<file path="src/pcu_defines.vh">
// Purpose: constants for the scan instruction datapath
// Assumes: included by pcu_exec_unit.v and by the bench
// Notes: register map uses word addresses on a 6-bit port
`ifndef PCU_DEFINES_VH
`define PCU_DEFINES_VH
// ****************************************
// Register word addresses
// ****************************************
`define PCU_A_CMD 6'h00
`define PCU_A_OPA 6'h01
`define PCU_A_OPB 6'h02
`define PCU_A_RESULT 6'h03
`define PCU_A_FLAGS 6'h04
`define PCU_A_FAST_PRESET 6'h05
`define PCU_A_FAST_COUNT 6'h06
`define PCU_A_REV_COUNT 6'h07
`define PCU_A_TABLE_LEN 6'h08
`define PCU_A_BLOCK_BASE 6'h09
`define PCU_A_RANGE_WORD 6'h0a
`define PCU_A_SHIFT 6'h0b
`define PCU_A_TIMER_SEL 6'h0c
`define PCU_A_TIMER1 6'h0d
`define PCU_A_TIMER2 6'h0e
`define PCU_A_TABLE_BASE 6'h20
`define PCU_A_TABLE_LAST 6'h33
// ****************************************
// Command codes
// ****************************************
`define PCU_OP_COPY 4'h1
`define PCU_OP_INV 4'h2
`define PCU_OP_CMP 4'h3
`define PCU_OP_ADD 4'h4
`define PCU_OP_SUB 4'h5
`define PCU_OP_AND 4'h6
`define PCU_OP_OR 4'h7
`define PCU_OP_CLC 4'h8
`define PCU_OP_RCMP 4'h9
// ****************************************
// Flag bit positions
// ****************************************
`define PCU_F_EQ 0
`define PCU_F_LT 1
`define PCU_F_GT 2
`define PCU_F_CY 3
// ****************************************
// Sizes, codes and timing
// ****************************************
`define PCU_RANGES 10
`define PCU_MAX_N 4'h9
`define PCU_BCD_ONE 16'h0001
`define PCU_BCD_NINES 16'h9999
`define PCU_SEL_1S 2'h0
`define PCU_SEL_100MS 2'h1
`define PCU_SEL_10MS 2'h2
`define PCU_UNITS_1S 7'h64
`define PCU_UNITS_100MS 7'h0a
`define PCU_UNITS_10MS 7'h01
`define PCU_CLK_MHZ 100
`define PCU_TICK_MS 10
`endif

</file>
<file path="src/pcu_exec_unit.v">
// Purpose: scan instruction datapath: counters, knob timers, moves, compares, BCD math
// Assumes: all pins synchronous to mclk_in; scan_end_in pulses once per program scan
// Notes: commands are started by writing the command register
// Behaviour
// - Fast counter adds one per pulse rise
// - Fast counter counts only gated, not reset
// - Completion flag on for exactly one scan
// - Fast count clears when preset reached
// - Preset 0000-9999; 0000 means 10,000
// - Range counter sets bits of matching ranges
// - Knob timers decrement, selector picks range
// - Knob timer preset only from knob
// - Copy writes source; zero sets equals
// - Inverted copy writes complement; zero sets equals
// - Compare sets exactly one relation flag
// - Shift register shifts on shift clock rise
// - Shift register cleared while reset on
// - Range compare uses N+1 ranges
// - Range pairs: lower then upper limit
// - Range compare sets bits of containing ranges
// - BCD add with carry in and out
// - BCD subtract with borrow in and out
// - Bitwise AND into result word
// - Bitwise OR into result word
// - Carry clear forces carry to zero
//
// Implementation choices: strobed register access and the register offsets.
`timescale 1ns/1ps
`include "pcu_defines.vh"
module pcu_exec_unit #(
  parameter TICK_CYCLES = `PCU_TICK_MS * `PCU_CLK_MHZ * 1000
) (
  input wire mclk_in,
  input wire rst_in,
  input wire [5:0] addr_in,
  input wire [15:0] wdata_in,
  input wire wr_in,
  input wire rd_in,
  output reg [15:0] rdata_out,
  input wire scan_end_in,
  input wire count_pulse_input_in,
  input wire fast_gate_in,
  input wire fast_reset_in,
  input wire rev_up_in,
  input wire rev_down_in,
  input wire rev_reset_in,
  input wire shift_clock_input_in,
  input wire shift_data_in,
  input wire shift_reset_in,
  input wire [7:0] knob_one_in,
  input wire [7:0] knob_two_in,
  input wire [1:0] timer_run_in,
  output reg fast_done_out,
  output reg [1:0] timer_done_out,
  output reg [15:0] shift_word_out,
  output reg [15:0] range_word_out
);
  // ****************************************
  // BCD, range-count and timer-unit helpers
  // ****************************************
  // Four packed digits, decimal carry between them
  function [16:0] bcd_add;
    input [15:0] a;
    input [15:0] b;
    input ci;
    integer i;
    reg [4:0] s;
    reg c;
    begin
      c = ci;
      bcd_add = 17'h00000;
      for (i = 0; i < 4; i = i + 1) begin
        s = {1'b0, a[i*4 +: 4]} + {1'b0, b[i*4 +: 4]} + {4'h0, c};
        c = (s > 5'h09);
        s = c ? s + 5'h06 : s;
        bcd_add[i*4 +: 4] = s[3:0];
      end
      bcd_add[16] = c;
    end
  endfunction

  function [16:0] bcd_sub;
    input [15:0] a;
    input [15:0] b;
    input bi;
    reg [16:0] r;
    begin
      r = bcd_add(a, `PCU_BCD_NINES - b, ~bi); // Nines complement; carry means no borrow
      bcd_sub = {~r[16], r[15:0]};
    end
  endfunction

  // Limits a range count so it never walks past the table
  function [3:0] clamp_n;
    input [3:0] n;
    begin
      clamp_n = (n > `PCU_MAX_N) ? `PCU_MAX_N : n;
    end
  endfunction

  // Base ticks per timer unit; the unused code 3 runs as the 0.1 s range
  function [6:0] sel_units;
    input [1:0] sel;
    begin
      case (sel)
        `PCU_SEL_1S: sel_units = `PCU_UNITS_1S;
        `PCU_SEL_10MS: sel_units = `PCU_UNITS_10MS;
        default: sel_units = `PCU_UNITS_100MS;
      endcase
    end
  endfunction

  // ****************************************
  // Storage
  // ****************************************
  reg [15:0] opa_q;
  reg [15:0] opb_q;
  reg [15:0] result_q;
  reg [3:0] flags_q;
  reg [3:0] cmd_q;
  reg cmd_go_q;
  reg [15:0] fast_preset_q;
  reg [15:0] fast_count_q;
  reg fast_pending_q;
  reg [15:0] rev_count_q;
  reg [15:0] table_len_q;
  reg [15:0] block_base_q;
  reg [3:0] timer_sel_q;
  reg [15:0] table_q [0:2*`PCU_RANGES-1];
  reg cp_prev_q;
  reg up_prev_q;
  reg dn_prev_q;
  reg sp_prev_q;
  reg [19:0] tick_cnt_q;
  reg tick_q;
  reg [7:0] tmr_val_q [0:1];
  reg [6:0] tmr_sub_q [0:1];

  wire wr_table = wr_in && (addr_in >= `PCU_A_TABLE_BASE) && (addr_in <= `PCU_A_TABLE_LAST);
  wire [5:0] table_idx = addr_in - `PCU_A_TABLE_BASE;
  wire [3:0] rev_ranges = clamp_n(table_len_q[3:0]);
  wire [3:0] cmp_n = clamp_n(block_base_q[3:0]);

  // ****************************************
  // Range evaluation
  // ****************************************
  // Both range users share one table; the counter reads it every cycle
  wire [`PCU_RANGES-1:0] rev_hit;
  wire [`PCU_RANGES-1:0] cmp_hit;
  genvar g;
  generate
    for (g = 0; g < `PCU_RANGES; g = g + 1) begin : g_range
      wire [15:0] lo = table_q[2*g];
      wire [15:0] hi = table_q[2*g+1];
      assign rev_hit[g] = (g < rev_ranges) && (rev_count_q >= lo) && (rev_count_q <= hi);
      assign cmp_hit[g] = (g <= cmp_n) && (opa_q >= lo) && (opa_q <= hi);
    end
  endgenerate

  // ****************************************
  // Register writes and table
  // ****************************************
  integer k;
  always @(posedge mclk_in) begin
    if (rst_in) begin
      opa_q <= 16'h0000;
      opb_q <= 16'h0000;
      cmd_q <= 4'h0;
      cmd_go_q <= 1'b0;
      fast_preset_q <= 16'h0000;
      table_len_q <= 16'h0000;
      block_base_q <= 16'h0000;
      timer_sel_q <= 4'h0;
      for (k = 0; k < 2*`PCU_RANGES; k = k + 1) begin
        table_q[k] <= 16'h0000;
      end
    end else begin
      cmd_go_q <= wr_in && (addr_in == `PCU_A_CMD);
      if (wr_in) begin
        case (addr_in)
          `PCU_A_CMD: cmd_q <= wdata_in[3:0];
          `PCU_A_OPA: opa_q <= wdata_in;
          `PCU_A_OPB: opb_q <= wdata_in;
          `PCU_A_FAST_PRESET: fast_preset_q <= wdata_in;
          `PCU_A_TABLE_LEN: table_len_q <= wdata_in;
          `PCU_A_BLOCK_BASE: block_base_q <= wdata_in;
          `PCU_A_TIMER_SEL: timer_sel_q <= wdata_in[3:0];
          default: ;
        endcase
      end
      if (wr_table) begin
        table_q[table_idx[4:0]] <= wdata_in;
      end
    end
  end

  // ****************************************
  // Command execution
  // ****************************************
  reg [15:0] ex_val;
  reg [16:0] ex_bcd;
  always @* begin
    ex_val = 16'h0000;
    ex_bcd = 17'h00000;
    case (cmd_q)
      `PCU_OP_COPY: ex_val = opa_q;
      `PCU_OP_INV: ex_val = ~opa_q;
      `PCU_OP_AND: ex_val = opa_q & opb_q;
      `PCU_OP_OR: ex_val = opa_q | opb_q;
      `PCU_OP_ADD: ex_bcd = bcd_add(opa_q, opb_q, flags_q[`PCU_F_CY]);
      `PCU_OP_SUB: ex_bcd = bcd_sub(opa_q, opb_q, flags_q[`PCU_F_CY]);
      `PCU_OP_RCMP: ex_val = {{(16-`PCU_RANGES){1'b0}}, cmp_hit};
      default: ex_val = 16'h0000;
    endcase
  end

  always @(posedge mclk_in) begin
    if (rst_in) begin
      result_q <= 16'h0000;
      flags_q <= 4'h0;
    end else if (cmd_go_q) begin
      case (cmd_q)
        `PCU_OP_COPY, `PCU_OP_INV: begin
          result_q <= ex_val;
          flags_q[`PCU_F_EQ] <= (ex_val == 16'h0000);
        end
        `PCU_OP_AND, `PCU_OP_OR, `PCU_OP_RCMP: begin
          result_q <= ex_val;
        end
        `PCU_OP_ADD, `PCU_OP_SUB: begin
          result_q <= ex_bcd[15:0];
          flags_q[`PCU_F_CY] <= ex_bcd[16];
        end
        `PCU_OP_CMP: begin
          flags_q[`PCU_F_EQ] <= (opa_q == opb_q);
          flags_q[`PCU_F_LT] <= (opa_q < opb_q);
          flags_q[`PCU_F_GT] <= (opa_q > opb_q);
        end
        `PCU_OP_CLC: flags_q[`PCU_F_CY] <= 1'b0;
        default: ;
      endcase
    end
  end

  // ****************************************
  // Fast up counter
  // ****************************************
  // Count held in BCD so a zero preset falls out as the 9999 wrap
  wire [16:0] fast_next = bcd_add(fast_count_q, `PCU_BCD_ONE, 1'b0);
  wire fast_rise = count_pulse_input_in && !cp_prev_q;
  wire fast_ok = fast_gate_in && !fast_reset_in;
  wire fast_hit = (fast_preset_q == 16'h0000) ? fast_next[16] :
                  (fast_next[15:0] == fast_preset_q);
  always @(posedge mclk_in) begin
    if (rst_in) begin
      cp_prev_q <= 1'b0;
      fast_count_q <= 16'h0000;
      fast_pending_q <= 1'b0;
      fast_done_out <= 1'b0;
    end else begin
      cp_prev_q <= count_pulse_input_in;
      if (fast_reset_in) begin
        fast_count_q <= 16'h0000;
      end else if (fast_rise && fast_ok) begin
        fast_count_q <= fast_hit ? 16'h0000 : fast_next[15:0];
      end
      // A hit in the boundary cycle still reaches the next scan
      if (scan_end_in) begin
        fast_done_out <= fast_pending_q || (fast_rise && fast_ok && fast_hit);
        fast_pending_q <= 1'b0;
      end else if (fast_rise && fast_ok && fast_hit) begin
        fast_pending_q <= 1'b1;
      end
    end
  end

  // ****************************************
  // Reversible range counter
  // ****************************************
  wire [16:0] rev_inc = bcd_add(rev_count_q, `PCU_BCD_ONE, 1'b0);
  wire [16:0] rev_dec = bcd_sub(rev_count_q, `PCU_BCD_ONE, 1'b0);
  wire up_rise = rev_up_in && !up_prev_q;
  wire dn_rise = rev_down_in && !dn_prev_q;
  always @(posedge mclk_in) begin
    if (rst_in) begin
      up_prev_q <= 1'b0;
      dn_prev_q <= 1'b0;
      rev_count_q <= 16'h0000;
      range_word_out <= 16'h0000;
    end else begin
      up_prev_q <= rev_up_in;
      dn_prev_q <= rev_down_in;
      if (rev_reset_in) begin
        rev_count_q <= 16'h0000;
      end else if (up_rise && !dn_rise) begin
        rev_count_q <= rev_inc[15:0];
      end else if (dn_rise && !up_rise) begin
        rev_count_q <= rev_dec[15:0];
      end
      range_word_out <= {{(16-`PCU_RANGES){1'b0}}, rev_hit};
    end
  end

  // ****************************************
  // Bit shift register
  // ****************************************
  always @(posedge mclk_in) begin
    if (rst_in) begin
      sp_prev_q <= 1'b0;
      shift_word_out <= 16'h0000;
    end else begin
      sp_prev_q <= shift_clock_input_in;
      if (shift_reset_in) begin
        shift_word_out <= 16'h0000;
      end else if (shift_clock_input_in && !sp_prev_q) begin
        shift_word_out <= {shift_word_out[14:0], shift_data_in};
      end
    end
  end

  // ****************************************
  // Knob timers
  // ****************************************
  // Shared 10 ms base; finer ranges just take fewer base ticks per unit
  always @(posedge mclk_in) begin
    if (rst_in) begin
      tick_cnt_q <= 20'h00000;
      tick_q <= 1'b0;
    end else if (tick_cnt_q == TICK_CYCLES - 1) begin
      tick_cnt_q <= 20'h00000;
      tick_q <= 1'b1;
    end else begin
      tick_cnt_q <= tick_cnt_q + 20'h00001;
      tick_q <= 1'b0;
    end
  end

  // One process owns both timers so every timer flop has a single driver
  integer m;
  always @(posedge mclk_in) begin
    for (m = 0; m < 2; m = m + 1) begin
      if (rst_in) begin
        tmr_val_q[m] <= 8'h00;
        tmr_sub_q[m] <= 7'h00;
        timer_done_out[m] <= 1'b0;
      end else if (!timer_run_in[m]) begin
        tmr_val_q[m] <= (m == 0) ? knob_one_in : knob_two_in;
        tmr_sub_q[m] <= sel_units(timer_sel_q[2*m +: 2]);
        timer_done_out[m] <= 1'b0;
      end else if (tmr_val_q[m] == 8'h00) begin
        timer_done_out[m] <= 1'b1;
      end else if (tick_q) begin
        if (tmr_sub_q[m] == 7'h01) begin
          tmr_sub_q[m] <= sel_units(timer_sel_q[2*m +: 2]);
          tmr_val_q[m] <= tmr_val_q[m] - 8'h01;
        end else begin
          tmr_sub_q[m] <= tmr_sub_q[m] - 7'h01;
        end
      end
    end
  end

  // ****************************************
  // Register reads
  // ****************************************
  reg [15:0] rd_mux;
  always @* begin
    rd_mux = 16'h0000;
    case (addr_in)
      `PCU_A_CMD: rd_mux = {12'h000, cmd_q};
      `PCU_A_OPA: rd_mux = opa_q;
      `PCU_A_OPB: rd_mux = opb_q;
      `PCU_A_RESULT: rd_mux = result_q;
      `PCU_A_FLAGS: rd_mux = {12'h000, flags_q};
      `PCU_A_FAST_PRESET: rd_mux = fast_preset_q;
      `PCU_A_FAST_COUNT: rd_mux = fast_count_q;
      `PCU_A_REV_COUNT: rd_mux = rev_count_q;
      `PCU_A_TABLE_LEN: rd_mux = table_len_q;
      `PCU_A_BLOCK_BASE: rd_mux = block_base_q;
      `PCU_A_RANGE_WORD: rd_mux = range_word_out;
      `PCU_A_SHIFT: rd_mux = shift_word_out;
      `PCU_A_TIMER_SEL: rd_mux = {12'h000, timer_sel_q};
      `PCU_A_TIMER1: rd_mux = {8'h00, tmr_val_q[0]};
      `PCU_A_TIMER2: rd_mux = {8'h00, tmr_val_q[1]};
      default: rd_mux = (addr_in >= `PCU_A_TABLE_BASE && addr_in <= `PCU_A_TABLE_LAST) ?
                        table_q[table_idx[4:0]] : 16'h0000;
    endcase
  end

  always @(posedge mclk_in) begin
    if (rst_in) begin
      rdata_out <= 16'h0000;
    end else begin
      rdata_out <= rd_in ? rd_mux : 16'h0000;
    end
  end
endmodule // pcu_exec_unit

</file>
<file path="config.mk">
export PLATFORM = sky130hd
export DESIGN_NAME = pcu_exec_unit
export DESIGN_NICKNAME = d
export VERILOG_FILES = /design/src/pcu_exec_unit.v
export VERILOG_INCLUDE_DIRS = /design/src
export SDC_FILE = /design/constraint.sdc
export NUM_CORES = 2
export LEC_CHECK = 0
export BUFFER_PORTS_ARGS = -buffer_cell sky130_fd_sc_hd__buf_2
export CORE_AREA = 2 2 298 300
export DETAILED_ROUTE_END_ITERATION = 6
export DIE_AREA = 0 0 300 302
export GPL_TIMING_DRIVEN = 1
export MAX_ROUTING_LAYER = met4
export PLACE_DENSITY = 0.86
export SLEW_MARGIN = 20
export SYNTH_ARGS = -nofsm -noshare
export SYNTH_HDL_FRONTEND = slang
export SYNTH_SLANG_ARGS = --single-unit
</file>
<file path="constraint.sdc">
create_clock -name mclk_in -period 7.4 [get_ports mclk_in]
set_clock_uncertainty 0.15 [all_clocks]
set_input_delay 0.74 -clock mclk_in [delete_from_list [all_inputs] [get_ports mclk_in]]
set_output_delay 0.74 -clock mclk_in [all_outputs]
set_load 0.1 [all_outputs]
</file>
==> results.cfg <==
[logic_synthesis]
synth_edf_count = 466
netlist_area_um2 = 49400
synth_flop_cell = edfxtp_1
ys.warnings.count = 0
synthArstFlopShare_pct = 0
post_synth.cell_area_avg_um2 = 9.92
syn_inst = 4982
synth-seq-cells = 678
synth.yosys.seq_area_share_pct = 36.9
synthDistinctLibCells = 92

[sta]
slew_headroom_pct = 18.2
hold_viol = 0
fmax_mhz = 142
hold_ws_ps = 139
setup_viol = 0
fin_crit_sh_pct = 95.1
tightest_slew_ps = 1230
setup_tns_ps = 0
drv_slew = 0
period_needed_ps = 7040

[placement]
gp_congestion = 1.06
io_buffer_count = 98
hpwlAfterDp_um = 120000

[floorplanning]
start_util_pct = 56.4
ios = 105
die_w_um = 300
die_height_um = 302
die-area_um2 = 90600
rows = 109
core-area_um2 = 87600

[global_route]
grt_pass1_wl_um = 254000
grt.overflow.total = 0
grt_use_total_pct = 38.8
grt_pass1_vias = 41132
antenna_found_initial = 13
grt_max_degree = 69

[status]
violations = DRC
status = finished with violations

[finish]
layout_commonest_cell = ha_1
final_cell_mix = ha_1 (714), edfxtp_1 (466), inv_1 (430)
fin_util_pct = 62.6
drive_gt1_share_pct = 11.2
nFillCells = 6767
synthToLayoutAreaGrowth_pct = 10.8
nets = 5997

[clock_network]
path_clk_slew_ps = 60
cts-buffers-inserted = 77
clockBufferDepth = 3
htreeDepth = 3
cts_hold_buffers = 0
cts_root_buf = clkbuf_16
clock-sinks = 678
cts_tree = built
clock_latency_ps = 690

[critical_path]
critical_path.max_stage_delay_ps = 470
cp_slowest_cell = fa_2
worstPathRequired_ps = 7770
worst-setup-path-type = register to register
worstSetupEndpointType = register
cp.arrival_ps = 7410
cpMostUsedCell = inv_1
timing.rr.end = result_q[15]$_SDFFE_PP0P_
worstPathMaxFanout = 6
r2r_slack_ps = 360
critPathLaunchType = register
rr_worst_depth = 34
rr_startpoint = opa_q[0]$_SDFFE_PP0P_

[detailed_routing]
vias = 43138
drc_errors = 80
wl_per_cell_um = 27.1
first_pass_iters = 7
viasPerCell = 6.70
routed_wl_um = 174000
ant_nets = 0
drtIter0Drc = 6926

[power_and_ir_drop]
p_sw_share_pct = 30.6
seqPwrFrac_pct = 42.3
power_density_nw_per_um2 = 188
power_switching_w = 0.00316
vdd_drop_max_v = 0.000272
power_frac_comb_pct = 20.3
cellLeakagePower_nw = 23.8
internal_power_w = 0.00716
clkPwrFrac_pct = 37.4

[job]
drv_cap = 0

[hold_path]
min_path_type = input pin to register
holdPathEnd = fast_pending_q$_SDFFE_PP0P_
whs_path_depth = 2
hp-start = scan_end_in
-- per-stage QoR --
step / area [µm²] / worst slack [ps] / cells / total power [W]
CTS: 54400 / 24.7 / 6418 / 0.0102
finish: 54800 / 364 / 6440 / 0.0103
global placement: 51900 / -45.5 / 6273 / 0.00628
global route: 54800 / -63.1 / 6436 / 0.0106
floorplan: 49900 / 3.68 / 5104 / 0.00572
detailed placement: 51900 / -215 / 6273 / 0.00638
-- critical path: cells and delay by family (launching register included) --
family | cells | cell delay (ps)
and+or+nand+nor | 5 | 490
xor gates and xnor gates | 4 | 710
adders and majority gates | 9 | 2970
buffers and inverters | 10 | 1110
AOI/OAI and AO/OA | 6 | 1070
DFF | 1 | 350
-- timing repair --
item | CTS | global route
cloned | 1 | 0
gates resized for setup | 5 | 57
endpoints found under the setup margin | 16 | 25
buffers inserted | 3 | 9
pin swaps | 4 | 17
-- final cells by class --
cell class              count  area [µm²]  share of cell area [%]
repair buffers            230        1500                    2.74
multi-input cells        3782       29400                    53.7
well taps                1165        1460                    2.66
clock buffers             103        2130                    3.88
clock inverters            38         379                   0.692
diodes                     13        32.5                  0.0594
inverters                 431        1620                    2.95
flip-flops and latches    678       18300                    33.3
-- worst max path at each step --
stage	from	end	cells past startpoint
3_5_place_dp	fast_count_q[0]$_SDFFE_PP0P_	fast_count_q[14]$_SDFFE_PP0P_	36
3_3_place_gp	fast_count_q[0]$_SDFFE_PP0P_	fast_count_q[10]$_SDFFE_PP0P_	36
4_1_cts	opa_q[0]$_SDFFE_PP0P_	result_q[15]$_SDFFE_PP0P_	34
6_report	opa_q[0]$_SDFFE_PP0P_	result_q[15]$_SDFFE_PP0P_	34
5_1_grt	fast_count_q[0]$_SDFFE_PP0P_	fast_pending_q$_SDFFE_PP0P_	39
2_1_floorplan	fast_count_q[0]$_SDFFE_PP0P_	fast_count_q[13]$_SDFFE_PP0P_	40
-- metal layers --
layer  track usage, %  vias up  wire, µm
li1                 -    18557         -
met1             47.7    20409     61500
met2             54.1     3177     71200
met3             12.4      995     25800
met4             26.9        0     15600
met5                -        -         0
-- sequential cells by signal (all words and copies together) (netlist names), 10 cells and up --
name and cells:
block_base_q 16, fast_count_q 16, fast_preset_q 16, opa_q 16, opb_q 16, range_word_out 10
rdata_out 16, result_q 16, rev_count_q 16, shift_word_out 16, table_len_q 16, table_q 436
tick_cnt_q 20, tmr_sub_q 14, tmr_val_q 16
-- cell families (layout without fill, tap and decap cells) --
| kind of cell | count (synthesis) | count (layout) | synth area share (%) |
|---|---|---|---|
| mux | 159 | 159 | 6.33 |
| simple gates | 1534 | 1535 | 16.0 |
| buf+inv | 645 | 802 | 5.16 |
| compound gates | 1102 | 1102 | 14.4 |
| flops | 678 | 678 | 36.9 |
| xor+xnor | 120 | 120 | 2.17 |
| fa+ha+maj | 743 | 743 | 19.1 |
| other cells | 1 | 136 | 0.00759 |
-- cell usage after synthesis (22+ instances only) --
cell type / count / area [µm²]
a2111oi_0: 22 / 193
a211oi_1: 56 / 420
a21o_1: 102 / 766
a21oi_1: 367 / 1840
a221oi_1: 35 / 307
a22o_1: 32 / 280
a22oi_1: 50 / 375
and2_1: 337 / 2110
and3_1: 28 / 175
buf_2: 33 / 165
clkbuf_1: 155 / 582
dfxtp_1: 212 / 4240
edfxtp_1: 466 / 14000
ha_1: 727 / 9100
inv_1: 430 / 1610
mux2i_1: 30 / 300
mux4_2: 122 / 2750
nand2_1: 428 / 1610
nand2b_1: 54 / 338
nand3_1: 85 / 425
nand4_1: 98 / 613
nor2_1: 238 / 893
nor2b_1: 66 / 413
nor3_1: 65 / 325
nor4_1: 24 / 150
o211ai_1: 36 / 270
o21a_1: 24 / 180
o21ai_0: 200 / 1000
or2_2: 26 / 163
xnor2_1: 76 / 666
xor2_1: 41 / 359
-- power by group through the flow --
stage	Combinational [W]	Clock, W	Sequential [W]
after CTS	0.00197	0.00385	0.00436
final	0.00209	0.00386	0.00437
after global placement	0.00186	0	0.00442
after floorplan	0.00128	0	0.00444
after detailed placement	0.00195	0	0.00443
after global routing	0.00225	0.00399	0.00437
Note: power is estimated with default switching activity, not from simulation.
